==> src/sdr_defs.svh <==
// Purpose: Constants for the SDRAM row activate and read burst link
// Assumes: 20 MHz clock, 50 ns period, four banks, x32 data
// Notes: Times in ns, cycle counts derived by rounding up
`ifndef SDR_DEFS_SVH
`define SDR_DEFS_SVH
`define SDR_CLK_PERIOD_NS 50
`define SDR_ACT_TO_RW_NS 20
`define SDR_ACT_TO_ACT_SAME_NS 70
`define SDR_ACT_TO_ACT_OTHER_NS 14
`define SDR_PRECHARGE_NS 20
`define SDR_CYC(ns) (((ns) + `SDR_CLK_PERIOD_NS - 1) / `SDR_CLK_PERIOD_NS)
`define SDR_ACT_TO_RW_CYC `SDR_CYC(`SDR_ACT_TO_RW_NS)
`define SDR_ACT_TO_ACT_SAME_CYC `SDR_CYC(`SDR_ACT_TO_ACT_SAME_NS)
`define SDR_ACT_TO_ACT_OTHER_CYC `SDR_CYC(`SDR_ACT_TO_ACT_OTHER_NS)
`define SDR_PRECHARGE_CYC `SDR_CYC(`SDR_PRECHARGE_NS)
`define SDR_READ_LATENCY 3
`define SDR_BURST_LEN 4
`define SDR_FULL_PAGE 1'b0
`define SDR_COL_W 8
`define SDR_ROW_W 12
`define SDR_BANKS 4
`define SDR_DATA_W 32
`define SDR_CNT_W 4
`define SDR_AP_BIT 10
`define SDR_COL_LAST 8'hFF
`define SDR_COL_ZERO 8'h00
`endif

==> src/sdr_pkg.sv <==
`include "sdr_defs.svh"
package sdr_pkg;
	typedef enum logic [2:0] {SDR_NOP, SDR_ACT, SDR_RD, SDR_WR, SDR_PRE, SDR_BST} sdr_cmd_e;
	typedef logic [`SDR_CNT_W-1:0] sdr_cnt_t;
endpackage

==> src/sdr_link_if.sv <==
`timescale 1ns/100ps
`include "sdr_defs.svh"
interface sdr_link_if (input wire logic clk);
	import sdr_pkg::*;
	sdr_cmd_e cmd;
	logic [1:0] bank;
	logic [`SDR_ROW_W-1:0] addr;
	logic byte_mask_input;
	logic [`SDR_DATA_W-1:0] dq_out;
	logic dq_oe;
	modport device (input cmd, input bank, input addr, input byte_mask_input,
		output dq_out, output dq_oe);
	modport ctrl (output cmd, output bank, output addr, output byte_mask_input,
		input dq_out, input dq_oe);
endinterface

==> src/sdr_device.sv <==
// Purpose: SDRAM end: row state, read burst pipeline, output masking
// Assumes: Commands legal per the controller's own spacing
// Notes: Storage returns a column-derived pattern; writes handled elsewhere

`timescale 1ns/100ps
`include "sdr_defs.svh"
module sdr_device
	import sdr_pkg::*;
(
	input wire logic clk,
	input wire logic srst,
	sdr_link_if.device link,
	output logic [`SDR_BANKS-1:0] row_open,
	output logic burst_busy
);
	// Row state seen from one bank
	typedef enum logic [1:0] {SDR_BK_IDLE, SDR_BK_ACTIVE, SDR_BK_AUTO} sdr_bk_st_e;

	wire [`SDR_BANKS-1:0] next_row_open;
	logic rd_act;
	logic rd_ap;
	logic [1:0] rd_bank;
	logic [`SDR_COL_W-1:0] rd_col;
	sdr_cnt_t rd_left;
	logic [`SDR_READ_LATENCY-1:0] pipe_v;
	logic [`SDR_COL_W-1:0] pipe_c [`SDR_READ_LATENCY];
	// Two-stage mask delay; stage 0 also qualifies a write
	logic [1:0] mask_d;
	logic wr_kill;

	// Bank match written once as a function; every bank and the cut test call it
	function automatic logic to_bank(input sdr_cmd_e c, input sdr_cmd_e want,
		input logic [1:0] cb, input logic [1:0] b);
		return c == want && cb == b;
	endfunction

	wire is_rd = link.cmd == SDR_RD;
	// Write, terminate or precharge of the reading bank stops new beats
	wire is_cut = link.cmd == SDR_WR || link.cmd == SDR_BST
		|| to_bank(link.cmd, SDR_PRE, link.bank, rd_bank);
	wire issue = is_rd || (rd_act && !is_cut);
	wire [`SDR_COL_W-1:0] issue_col = is_rd ? link.addr[`SDR_COL_W-1:0] : rd_col;
	wire last_beat = !`SDR_FULL_PAGE && rd_left == sdr_cnt_t'(1);
	wire burst_done = rd_act && !is_rd && !is_cut && last_beat;
	wire [`SDR_COL_W-1:0] col_inc = (issue_col == `SDR_COL_LAST) ? `SDR_COL_ZERO
		: issue_col + `SDR_COL_W'(1);
	// Auto precharge flag rides on the address bus with a read
	wire ap_new = link.addr[`SDR_AP_BIT];

	// Per-bank row state; auto precharge waits for the burst to finish
	genvar k;
	generate
		for (k = 0; k < `SDR_BANKS; k++)
		begin : g_bank
			sdr_bk_st_e st;
			sdr_bk_st_e next_st;
			wire act_k = to_bank(link.cmd, SDR_ACT, link.bank, 2'(k));
			wire pre_k = to_bank(link.cmd, SDR_PRE, link.bank, 2'(k));
			wire rd_ap_k = to_bank(link.cmd, SDR_RD, link.bank, 2'(k)) && ap_new;
			wire done_k = burst_done && rd_ap && rd_bank == 2'(k);

			always_comb
			begin
				next_st = st;
				case (st)
					SDR_BK_IDLE:
						if (act_k)
							next_st = SDR_BK_ACTIVE;
					SDR_BK_ACTIVE:
						if (pre_k)
							next_st = SDR_BK_IDLE;
						else if (rd_ap_k)
							next_st = SDR_BK_AUTO;
					SDR_BK_AUTO:
						if (pre_k || done_k)
							next_st = SDR_BK_IDLE;
						else if ((is_rd && !rd_ap_k) || is_cut)
							next_st = SDR_BK_ACTIVE;
					default:
						next_st = SDR_BK_IDLE;
				endcase
			end

			always_ff @(posedge clk)
			begin
				if (srst)
					st <= SDR_BK_IDLE;
				else
					st <= next_st;
			end

			assign next_row_open[k] = next_st != SDR_BK_IDLE;
		end
	endgenerate

	// Registered copy of the bank states for the outside
	always_ff @(posedge clk)
	begin
		if (srst)
			row_open <= '0;
		else
			row_open <= next_row_open;
	end

	// Burst column counter; a new read restarts it gaplessly
	always_ff @(posedge clk)
	begin
		if (srst)
		begin
			rd_act <= 1'b0;
			rd_left <= '0;
			rd_bank <= '0;
			rd_ap <= 1'b0;
			rd_col <= '0;
		end
		else if (is_rd)
		begin
			rd_act <= !last_beat || `SDR_BURST_LEN > 1;
			rd_left <= sdr_cnt_t'(`SDR_BURST_LEN - 1);
			rd_bank <= link.bank;
			rd_ap <= link.addr[`SDR_AP_BIT];
			rd_col <= col_inc;
		end
		else if (is_cut || burst_done)
			rd_act <= 1'b0;
		else if (rd_act)
		begin
			rd_left <= rd_left - sdr_cnt_t'(1);
			rd_col <= col_inc;
		end
	end

	// Latency pipeline: one stage per clock of read latency
	always_ff @(posedge clk)
	begin
		if (srst)
			pipe_v <= '0;
		else
			pipe_v <= {pipe_v[`SDR_READ_LATENCY-2:0], issue};
	end

	// Column pipeline has no reset; only the valid bits need one
	genvar g;
	generate
		for (g = 0; g < `SDR_READ_LATENCY; g++)
		begin : g_pipe
			if (g == 0)
			begin : g_first
				always_ff @(posedge clk)
					pipe_c[g] <= issue_col;
			end
			else
			begin : g_rest
				always_ff @(posedge clk)
					pipe_c[g] <= pipe_c[g-1];
			end
		end
	endgenerate

	// Mask reaches the drivers two clocks late
	always_ff @(posedge clk)
	begin
		if (srst)
			mask_d <= '0;
		else
			mask_d <= {mask_d[0], link.byte_mask_input};
	end

	// A write after a masked clock kills the tail outright
	always_ff @(posedge clk)
	begin
		if (srst)
			wr_kill <= 1'b0;
		else if (is_rd)
			wr_kill <= 1'b0;
		else if (link.cmd == SDR_WR && mask_d[0])
			wr_kill <= 1'b1;
		else if (!(|pipe_v))
			wr_kill <= 1'b0;
	end

	wire drive = pipe_v[`SDR_READ_LATENCY-1] && !mask_d[1] && !wr_kill;
	always_ff @(posedge clk)
	begin
		if (srst)
			link.dq_oe <= 1'b0;
		else
			link.dq_oe <= drive;
	end

	// Data lines follow the column pipeline every clock, whether the enable is high or low
	always_ff @(posedge clk)
	begin
		if (srst)
			link.dq_out <= '0;
		else
			link.dq_out <= {`SDR_DATA_W/`SDR_COL_W{pipe_c[`SDR_READ_LATENCY-1]}};
	end

	// Busy spans issue through the last pipeline stage
	always_ff @(posedge clk)
	begin
		if (srst)
			burst_busy <= 1'b0;
		else
			burst_busy <= issue || (|pipe_v);
	end
endmodule

==> src/flat_wrapper.sv <==
// flat-port wrapper written by rule: the top's interface ports become plain ports
module sdr_device_flat import sdr_pkg::*;
  (clk, srst, row_open, burst_busy, link_cmd, link_bank, link_addr, link_byte_mask_input, link_dq_out, link_dq_oe);
  sdr_link_if link_i (.clk(clk));
  input wire logic clk;
  input wire logic srst;
  output logic [`SDR_BANKS-1:0] row_open;
  output logic burst_busy;
  input wire logic [$bits(link_i.cmd)-1:0] link_cmd;
  input wire logic [$bits(link_i.bank)-1:0] link_bank;
  input wire logic [$bits(link_i.addr)-1:0] link_addr;
  input wire logic [$bits(link_i.byte_mask_input)-1:0] link_byte_mask_input;
  output wire logic [$bits(link_i.dq_out)-1:0] link_dq_out;
  output wire logic [$bits(link_i.dq_oe)-1:0] link_dq_oe;
  assign link_i.cmd = link_cmd;
  assign link_i.bank = link_bank;
  assign link_i.addr = link_addr;
  assign link_i.byte_mask_input = link_byte_mask_input;
  assign link_dq_out = link_i.dq_out;
  assign link_dq_oe = link_i.dq_oe;
  sdr_device u_core (.clk(clk), .srst(srst), .link(link_i), .row_open(row_open), .burst_busy(burst_busy));
endmodule
==> config.mk <==
export PLATFORM = sky130hd
export DESIGN_NAME = sdr_device_flat
export DESIGN_NICKNAME = d
export VERILOG_FILES = /design/src/sdr_pkg.sv /design/src/sdr_link_if.sv /design/src/sdr_device.sv /design/src/flat_wrapper.sv
export VERILOG_INCLUDE_DIRS = /design/src
export SDC_FILE = /design/constraint.sdc
export NUM_CORES = 1
export LEC_CHECK = 0
export BUFFER_PORTS_ARGS = -buffer_cell sky130_fd_sc_hd__buf_2
export CAP_MARGIN = 25
export CELL_PAD_IN_SITES_DETAIL_PLACEMENT = 1
export CELL_PAD_IN_SITES_GLOBAL_PLACEMENT = 1
export CORE_ASPECT_RATIO = 1.1
export CORE_MARGIN = 10
export CORE_UTILIZATION = 30
export CTS_CLUSTER_SIZE = 16
export DETAILED_ROUTE_END_ITERATION = 8
export PLACE_DENSITY = 0.64
export SLEW_MARGIN = 20
export SYNTH_ARGS = -nofsm -noshare
export SYNTH_HDL_FRONTEND = slang
export SYNTH_SLANG_ARGS = --single-unit
==> constraint.sdc <==
create_clock -name clk -period 2.7 [get_ports clk]
set_clock_uncertainty 0.15 [all_clocks]
set_input_delay 0.405 -clock clk [delete_from_list [all_inputs] [get_ports clk]]
set_output_delay 0.405 -clock clk [all_outputs]
set_load 0.05 [all_outputs]
==> results_dict.tcl, run 1 <==
set metrics [dict create \
    yosys.area_share.simple_pct 24.4 \
    core-area_mm2 0.00979 \
    vias 2436 \
    synth_xor_area_share_pct 4.41 \
    ys_seq_area_share_pct 45.7 \
    placement_rows 38 \
    io_pins 58 \
    dieHeight_um 124 \
    cts_buffer_depth 2 \
    wl_per_cell_um 14.9 \
    post_cts_buffers 0 \
    slew_headroom_pct 57.8 \
    start_kind "flop" \
    dpl.cell_count 482 \
    synth_edf_count 0 \
    slew_viol_final 0 \
    status "finished, final reports clean" \
    p_leak_nw 1.42 \
    place_congestion 0.779 \
    cp.required_ns 2.77 \
    grt_util_all_layers_pct 10.6 \
    synthAdderAreaFrac_pct 1.26 \
    cap_viol_max_count 0 \
    clock.fmax_mhz 414 \
    syn_nets 359 \
    tightest_slew_ns 0.625 \
    worstHoldPathCells 2 \
    powerDensity_mw_per_mm2 658 \
    synth-compound-area-share_pct 13.2 \
    synth_common_cells "dfxtp_1, nand2_1, buf_4, a21oi_1, nor2b_1" \
    antenna_cells_inserted 0 \
    start_util_pct 30.4 \
    clk_pin_slew_ns 0.08 \
    syn_avg_cell_area_um2 8.86 \
    grt_max_degree 31 \
    synthArstFlopShare_pct 0 \
    worst_hold_slack_ns 0.112 \
    synth_top_area_share_pct 45.7 \
    clock-root-buffer "clkbuf_8" \
    insertion_delay_ns 0.36 \
    synthFlopType "dfxtp_1" \
    port_buffers 54 \
    cts_tree "built" \
    grt_pass1_vias 2546 \
    nets 396 \
    grt_remaining_overflow 0 \
    die_w_um 115 \
    firstDrtPassIters 4 \
    drt-initial-drc-count 82 \
    setup_viol 0 \
    synth.distinct_cells 47 \
    post-synth-top-area-cell "dfxtp_1" \
    ys_ff_latch 68 \
    path_class "flop to flop" \
    area_delta_synth_final_pct 16.4 \
    crit_fanout 5 \
    dp_hpwl_um 5560 \
    cts_resized 0 \
    yosysMostFrequentCell "dfxtp_1" \
    fin_tns_setup_ns 0 \
    hold_buffers 0 \
    synth_top_family_by_area "simple AND/OR/NAND/NOR gates" \
    period_share_pct 89.4 \
    vias_per_cell 4.89 \
    rsz0062_at_grt "false" \
    final-hold-violation-count 0 \
    clock-sinks 68 \
    syn_area_mm2 0.00298 \
    ant_nets 0 \
    cts_made_buffers 9 \
    detail_route.wirelength_um 7440 \
    ir_worst_vdd_mv 0.202 \
    final_cells 498 \
    syn_inst 336 \
    crit_arrival_ns 2.49 \
    drive_gt1_share_pct 23.8 \
    synth_mux_area_share_pct 1.39 \
    cp-end-kind "flop" \
    yosysWarnings 0 \
    htreeDepth 3 \
    hp-class "input pin to flop" \
    die_area_mm2 0.0143 \
    rr_worst_depth 6 \
    antenna_found_initial 0 \
    yosys-top-cells-area "dfxtp_1, buf_4, nand2_1" \
    post-route-min-period_ns 2.41 \
    grt_pass1_wl_um 12400 \
    drc 0 \
]
cells by family after synthesis:
kind of cell,count (synthesis)
AO/OA/AOI/OAI,58
adder cells (fa/ha/maj),3
multiplexers,4
XOR/XNOR,15
buffers and inverters,50
flip-flops,68
AND/OR/NAND/NOR,138
sequential cells by signal (all words and copies together), names as in the netlist:
signal              count
u_core.burst_busy       1
u_core.g_bank.st        8
u_core.link.dq_oe       1
u_core.link.dq_out      8
u_core.mask_d           2
u_core.pipe_c          24
u_core.pipe_v           3
u_core.rd_act           1
u_core.rd_ap            1
u_core.rd_bank          2
u_core.rd_col           8
u_core.rd_left          4
u_core.row_open         4
u_core.wr_kill          1
per-layer routing:
metal	vias up	part of all wire, %	global-route usage [%]
met3	9	5.0	3.13
met4	0	1.8	5.10
met5	-	0	0
li1	1228	-	-
met1	1163	42	11.9
met2	36	51	17.8
through the flow:
stage                     util, %  setup WS, ns  instance area (um^2)  power (mW)
after floorplan                 -        0.0430                  2980        1.30
after global placement       33.1         0.242                  3240        1.36
after detailed placement     33.1         0.247                  3240        1.37
after CTS                    35.4         0.260                  3470        2.31
after global routing         35.4        0.0884                  3470        2.38
final                        35.4         0.287                  3470        2.28
critical path, stage by stage, from the launching register on:
cell,delay [ns]
dfxtp_1,0.40
ha_1,0.18
or3b_2,0.51
nor2_1,0.12
nand4_1,0.18
o311ai_0,0.57
o32ai_1,0.18
final timing paths:
check / startpoint / end / slack (ns)
worst min register to register: u_core.pipe_c[0][8]$_DFF_P_ / u_core.pipe_c[0][16]$_DFF_P_ / 0.18
worst min-delay path: link_byte_mask_input / u_core.mask_d[0]$_SDFF_PP0_ / 0.11
worst max register to register: u_core.rd_left[0]$_SDFFE_PP0P_ / u_core.g_bank[2].st[1]$_SDFF_PP0_ / 0.29
worst max-delay path: u_core.rd_left[0]$_SDFFE_PP0P_ / u_core.g_bank[2].st[1]$_SDFF_PP0_ / 0.29
final cells by class:
type                            count  area [um^2]
Timing Repair Buffer               65          353
Multi-Input combinational cell    218         1340
Inverter                           11         41.3
Sequential cell                    68         1360
Clock inverter                      7         98.8
Tap cell                          120          150
Clock buffer                        9          124
Fill cell                        1139         6330
cells in the final DEF (no fill, tap or decap), types with 6 or more instances in the layout:
cell type,count
buf_2,54
xor2_1,6
a21oi_1,19
nor3_1,10
dfxtp_1,68
buf_4,11
o32ai_1,6
o31ai_1,8
nor2_1,12
nand2_1,46
nor2b_1,17
clkbuf_8,9
nand3_1,16
o21ai_0,8
inv_1,11
xnor2_1,9
power breakdown:
part / switching, mW / internal (mW)
clock network: 0.418 / 0.524
logic: 0.184 / 0.0860
registers: 0.0244 / 1.05
Note: power is estimated with default switching activity, not from simulation.
==> run 2, diff against run 1 <==
--- a/config.mk
+++ b/config.mk
@@ -6,16 +6,17 @@
 export SDC_FILE = /design/constraint.sdc
 export NUM_CORES = 1
 export LEC_CHECK = 0
+export ABC_AREA = 1
 export BUFFER_PORTS_ARGS = -buffer_cell sky130_fd_sc_hd__buf_2
 export CAP_MARGIN = 25
 export CELL_PAD_IN_SITES_DETAIL_PLACEMENT = 1
 export CELL_PAD_IN_SITES_GLOBAL_PLACEMENT = 1
-export CORE_ASPECT_RATIO = 1.1
+export CORE_ASPECT_RATIO = 1.75
 export CORE_MARGIN = 10
 export CORE_UTILIZATION = 30
 export CTS_CLUSTER_SIZE = 16
 export DETAILED_ROUTE_END_ITERATION = 8
-export PLACE_DENSITY = 0.64
+export PLACE_DENSITY = 0.67
 export SLEW_MARGIN = 20
 export SYNTH_ARGS = -nofsm -noshare
 export SYNTH_HDL_FRONTEND = slang
==> run 2 against run 1 <==
  * Synthesized cell count increased by 19%
  * Non-clock buffer count fell by 9
  * Routed wire length grew 1.8%
  * Hold slack gained 0.013 ns
  * Area after synthesis fell by 2.4%
  * Core utilization is 1.0 points higher
  * Clock-buffer cell count is 1 higher
  * Global-route usage grew 0.64 points
  * Clock power increased by 37%
  * Power up 14%
  * Cell count is 13% higher
  * Highest routed layer unchanged
==> results_dict.tcl, run 2 <==
set metrics [dict create \
    cts_resized 0 \
    powerDensity_mw_per_mm2 756 \
    grt_max_degree 23 \
    critPathCapture "u_core.rd_col[6]$_SDFFE_PP0P_" \
    mostFrequentLayoutCells "nand2_1, dfxtp_1, inv_1" \
    ant_nets 0 \
    grt_remaining_overflow 0 \
    dp_hpwl_um 5810 \
    ys_ff_latch 68 \
    synth_common_cells "nand2_1, dfxtp_1, inv_1, nor2_1, nand3_1" \
    post-synth-top-area-cell "dfxtp_1" \
    worst_path_most_repeated_cell "nand2_1" \
    path_class "input pin to flop" \
    start_util_pct 30.7 \
    area_delta_synth_final_pct 18.5 \
    wl_met2_um 4130 \
    synthFlopType "dfxtp_1" \
    drive_gt1_share_pct 19.5 \
    p_leak_nw 1.76 \
    vias_per_cell 4.47 \
    grt_pass1_wl_um 12500 \
    grt_pass1_vias 2746 \
    syn_area_mm2 0.00291 \
    core-area_mm2 0.00947 \
    post-route-min-period_ns 1.90 \
    synth_edf_count 0 \
    tightest_slew_ns 0.599 \
    firstDrtPassIters 4 \
    largest_reg_flops 24 \
    crit_fanout 10 \
    die_w_um 94.4 \
    final-hold-violation-count 0 \
    utilization_pct 36.4 \
    critical-path-slowest-cell "ha_1" \
    yosysWarnings 0 \
    vias 2512 \
    dieHeight_um 150 \
    syn_nets 423 \
    synth.distinct_cells 29 \
    drt-initial-drc-count 78 \
    placement_rows 47 \
    yosysMostFrequentCell "nand2_1" \
    detail_route.wirelength_um 7580 \
    htreeDepth 3 \
    clock-sinks 68 \
    place_congestion 0.840 \
    fin_tns_setup_ns 0 \
    path_buf_inv 3 \
    wl_met1_um 2910 \
    slew_viol_final 0 \
    clk_pin_slew_ns 0.06 \
    routed.top_layer "met4" \
    cp.required_ns 2.78 \
    hold_buffers 0 \
    top_register "u_core.pipe_c" \
    fillers 1199 \
    syn_inst 400 \
    port_buffers 54 \
    synth_top_area_share_pct 46.8 \
    cp_cell_sequence "buf_2, inv_2, nand3_4, inv_2, nand2_1, nand2_1, ha_1, nand2_1, nor2_1, nand2_1, xor2_1, a21oi_1" \
    rsz0062_at_grt "false" \
    ys_seq_area_share_pct 46.8 \
    crit_arrival_ns 1.98 \
    reg2reg_to "u_core.row_open[2]$_SDFF_PP0_" \
    wl_met3_um 399 \
    status "finished, final reports clean" \
    cts_buffer_depth 2 \
    synthArstFlopShare_pct 0 \
    cts_made_buffers 9 \
    critPathLaunch "link_cmd[0]" \
    period_share_pct 70.3 \
    clock-root-buffer "clkbuf_16" \
    cts_tree "built" \
    io_pins 58 \
    syn_avg_cell_area_um2 7.27 \
    setup_viol 0 \
    r2r_slack_ns 0.82 \
    nets 458 \
    final_common_cell "nand2_1" \
    insertion_delay_ns 0.34 \
    wl_per_cell_um 13.5 \
    ir_worst_vdd_mv 0.331 \
    start_kind "input pin" \
    rr_worst_depth 11 \
    antenna_cells_inserted 0 \
    post_cts_buffers 0 \
    slew_headroom_pct 60.0 \
    critical_path_depth 12 \
    cap_viol_max_count 0 \
    r2r-start "u_core.rd_left[1]$_SDFFE_PP0P_" \
    grt_util_all_layers_pct 11.3 \
    drc 0 \
    clock.fmax_mhz 526 \
    die_area_mm2 0.0142 \
    antenna_found_initial 0 \
    cp-end-kind "flop" \
    yosys-top-cells-area "dfxtp_1, nand2_1, inv_1" \
    hp-class "input pin to flop" \
    critPathTopFamily "simple AND/OR/NAND/NOR gates" \
    critPathMaxStageDelay_ns 0.20 \
]
run 2: changes by cell type after synthesis, moves of 6 or more:
cell	previous run	this run
nand3_1	16	35
clkbuf_1	8	2
nand2_1	46	90
xnor2_1	9	1
o32ai_1	6	0
o31ai_1	8	0
nor2b_1	17	0
inv_1	11	62
nor2_1	12	51
run 2: how the worst min path moves through the flow:
stage | from | to | depth (start not counted)
after global routing | link_byte_mask_input | u_core.mask_d[0]$_SDFF_PP0_ | 3
after CTS | link_byte_mask_input | u_core.mask_d[0]$_SDFF_PP0_ | 3
after floorplan | u_core.pipe_c[0][2]$_DFF_P_ | u_core.pipe_c[0][10]$_DFF_P_ | 0
after global placement | u_core.pipe_c[0][14]$_DFF_P_ | u_core.pipe_c[0][22]$_DFF_P_ | 0
after detailed placement | u_core.pipe_c[0][4]$_DFF_P_ | u_core.pipe_c[0][12]$_DFF_P_ | 0
final | link_byte_mask_input | u_core.mask_d[0]$_SDFF_PP0_ | 3
run 2: logic make-up (layout without fill, tap and decap cells):
family | Yosys count | count (layout) | share of synthesized area (%)
compound gates | 29 | 29 | 5.12
xor+xnor | 2 | 2 | 0.603
fa+ha+maj | 3 | 3 | 1.29
buf+inv | 98 | 138 | 16.3
flops | 68 | 68 | 46.8
simple gates | 200 | 200 | 29.9
run 2: layout make-up:
class / instances / area (um^2) / area share, %
repair buffers: 56 / 285 / 8.28
inverters: 66 / 248 / 7.19
multi-input cells: 234 / 1070 / 31.1
flip-flops and latches: 68 / 1360 / 39.5
clock buffers: 10 / 239 / 6.94
well taps: 122 / 153 / 4.43
clock inverters: 6 / 86.3 / 2.51
run 2: layer usage:
| layer | vias to the layer above | GRT usage, % |
|---|---|---|
| li1 | 1279 | - |
| met1 | 1182 | 10.8 |
| met2 | 38 | 20.9 |
| met3 | 13 | 3.74 |
| met4 | 0 | 5.04 |
| met5 | - | 0 |
run 2: metrics by stage:
stage	hold slack [ns]	setup slack [ns]	cells	area, um^2	power (mW)
after detailed placement	0.163	0.419	546	3120	1.34
after global routing	0.130	0.542	562	3440	2.71
after global placement	0.161	0.450	546	3120	1.33
after CTS	0.125	0.765	562	3440	2.63
after floorplan	0.160	0.885	400	2910	1.28
final	0.125	0.801	562	3440	2.60
run 2: tightest hold or removal path, delay by kind of cell:
kind,cells,cell delay [ns]
buf+inv,2,0.11
simple gates,1,0.06
run 2: power by group:
part / switching, mW / internal, mW
Combinational: 0.186 / 0.0610
Clock: 0.456 / 0.833
Sequential: 0.0185 / 1.05
Total: 0.661 / 1.94
==> run 3, diff against run 2 <==
==> constraint.sdc (replaced) <==
create_clock -name clk -period 1.6 [get_ports clk]
set_clock_uncertainty 0.15 [all_clocks]
set_input_delay 0.24 -clock clk [delete_from_list [all_inputs] [get_ports clk]]
set_output_delay 0.24 -clock clk [all_outputs]
set_load 0.05 [all_outputs]
==> run 3 against run 2 <==
  * The run now ends with setup timing left
  * Core utilization grew 6.5 points
  * Cell count grew 8.9%
  * Clock power grew 91%
  * Register-to-register slack lost 0.87 ns
  * Critical endpoint is now u_core.row_open[3]$_SDFF_PP0_
==> results_dict.tcl, run 3 (same netlist as run 2, synthesis figures left out) <==
set metrics [dict create \
    firstDrtPassIters 4 \
    dieHeight_um 150 \
    final_common_cell "nand2_1" \
    tightest_slew_ns 0.359 \
    die_area_mm2 0.0142 \
    area_delta_synth_final_pct 39.8 \
    powerDensity_mw_per_mm2 1190 \
    rsz0062_at_grt "true" \
    core-area_mm2 0.00947 \
    setup_viol 11 \
    worst_path_most_repeated_cell "nand2_1" \
    grt_pass1_vias 2905 \
    intPower_mw 3.66 \
    cts_made_buffers 9 \
    crit_fanout 4 \
    layout_setup_ws_ns -0.0493 \
    vias_per_cell 4.47 \
    final-hold-violation-count 0 \
    place_congestion 0.801 \
    die_w_um 94.4 \
    period_share_pct 103 \
    p_leak_nw 2.04 \
    drc 0 \
    critical-path-slowest-cell "dfxtp_2" \
    nets 508 \
    swShare_pct 24.3 \
    crit_arrival_ns 1.73 \
    placement_rows 47 \
    utilization_pct 42.9 \
    htreeDepth 3 \
    cp-end-kind "flop" \
    largest_reg_flops 24 \
    ir_worst_vdd_mv 0.585 \
    cp_cell_sequence "inv_2, ha_4, nand3_2, nor2_2, nand2_1, nor2_2, buf_6, nand2_2, nand3_1, nand2_1, nand2_1, nand2_1" \
    p_seq_share_pct 37.3 \
    start_kind "flop" \
    p_sw_mw 1.18 \
    clock-root-buffer "clkbuf_16" \
    clk_pin_slew_ns 0.06 \
    clock-sinks 68 \
    insertion_delay_ns 0.34 \
    slew_viol_final 0 \
    slew_headroom_pct 75.9 \
    grt_util_all_layers_pct 12.2 \
    pwr-share-comb_pct 11.6 \
    cap_viol_max_count 0 \
    io_pins 58 \
    detail_route.wirelength_um 8310 \
    clock.fmax_mhz 606 \
    grt_remaining_overflow 0 \
    dpl_worst_slack_ns -0.250 \
    violations "setup timing" \
    top_register "u_core.pipe_c" \
    dp_hpwl_um 6340 \
    fin_tns_setup_ns -0.296 \
    cts_buffer_depth 2 \
    hp-class "input pin to flop" \
    path_class "flop to flop" \
    cts_tree "built" \
    drt-initial-drc-count 82 \
    critPathTopFamily "simple AND/OR/NAND/NOR gates" \
    port_buffers 54 \
    antenna_cells_inserted 0 \
    total_power_mw 4.83 \
    mostFrequentLayoutCells "nand2_1, dfxtp_1, buf_2" \
    vias 2738 \
    status "finished, violations left" \
    grt_pass1_wl_um 13600 \
    start_util_pct 30.7 \
    clkPwrFrac_pct 51.2 \
    wl_per_cell_um 13.6 \
    critPathMaxStageDelay_ns 0.31 \
    grt_max_degree 22 \
    post-route-min-period_ns 1.65 \
    cp.required_ns 1.68 \
    drive_gt1_share_pct 38.6 \
    ant_nets 0 \
    antenna_found_initial 0 \
    path_buf_inv 2 \
]
-- run 3: power groups by stage --
stage	registers (mW)	logic, mW	clock network [mW]
6_report	1.80	0.560	2.47
5_1_grt	1.81	0.612	2.61
4_1_cts	1.80	0.529	2.53
3_5_place_dp	1.84	0.509	0
3_3_place_gp	1.83	0.495	0
2_1_floorplan	1.87	0.292	0
-- run 3: layer usage --
metal	share of wire (%)	global-route usage (%)	wire length (um)
met2	57	22.5	4700
met3	4.1	3.69	344
met4	1.9	5.65	160
met5	0	0	0
met1	37	12.0	3100
-- run 3: repair_timing --
item,in CTS,in global routing
pin swaps,6,16
setup endpoints to repair,24,25
hold endpoints to repair,1,0
buffers inserted,1,5
gates resized for setup,24,40
hold buffers,1,0
-- run 3: final cells by class --
| type | count | area, um^2 |
|---|---|---|
| inverter | 66 | 253 |
| multi-input combinational | 234 | 1250 |
| tap | 122 | 153 |
| timing repair buffer | 106 | 671 |
| clock buffer | 9 | 225 |
| clock inverter | 7 | 146 |
| fill | 1166 | 5410 |
| sequential | 68 | 1370 |
-- run 3: worst reg2reg max path, cell delays in order, from the launching register on --
cell and delay [ns]:
dfxtp_2 0.31, inv_2 0.06, ha_4 0.12, nand3_2 0.07
nor2_2 0.15, nand2_1 0.09, nor2_2 0.13, buf_6 0.14
nand2_2 0.06, nand3_1 0.07, nand2_1 0.06, nand2_1 0.08
nand2_1 0.05
-- run 3: stage by stage --
step | cell area (um^2) | hold slack [ns] | std cells
4_1_cts | 3920 | 0.0880 | 607
6_report | 4060 | 0.0993 | 612
3_5_place_dp | 3440 | 0.163 | 589
3_3_place_gp | 3440 | 0.162 | 589
2_1_floorplan | 2910 | 0.160 | 400
5_1_grt | 4060 | 0.0945 | 612
-- run 3: path summary, 6_finish.rpt --
kind	startpoint	to	slack, ns	cells after the start
hold / removal	link_addr[2]	u_core.pipe_c[0][2]$_DFF_P_	0.1	3
setup / recovery	u_core.rd_left[1]$_SDFFE_PP0P_	u_core.row_open[3]$_SDFF_PP0_	-0.05	12
setup reg to reg	u_core.rd_left[1]$_SDFFE_PP0P_	u_core.row_open[3]$_SDFF_PP0_	-0.05	12
hold reg to reg	u_core.pipe_c[0][8]$_DFF_P_	u_core.pipe_c[0][16]$_DFF_P_	0.17	0
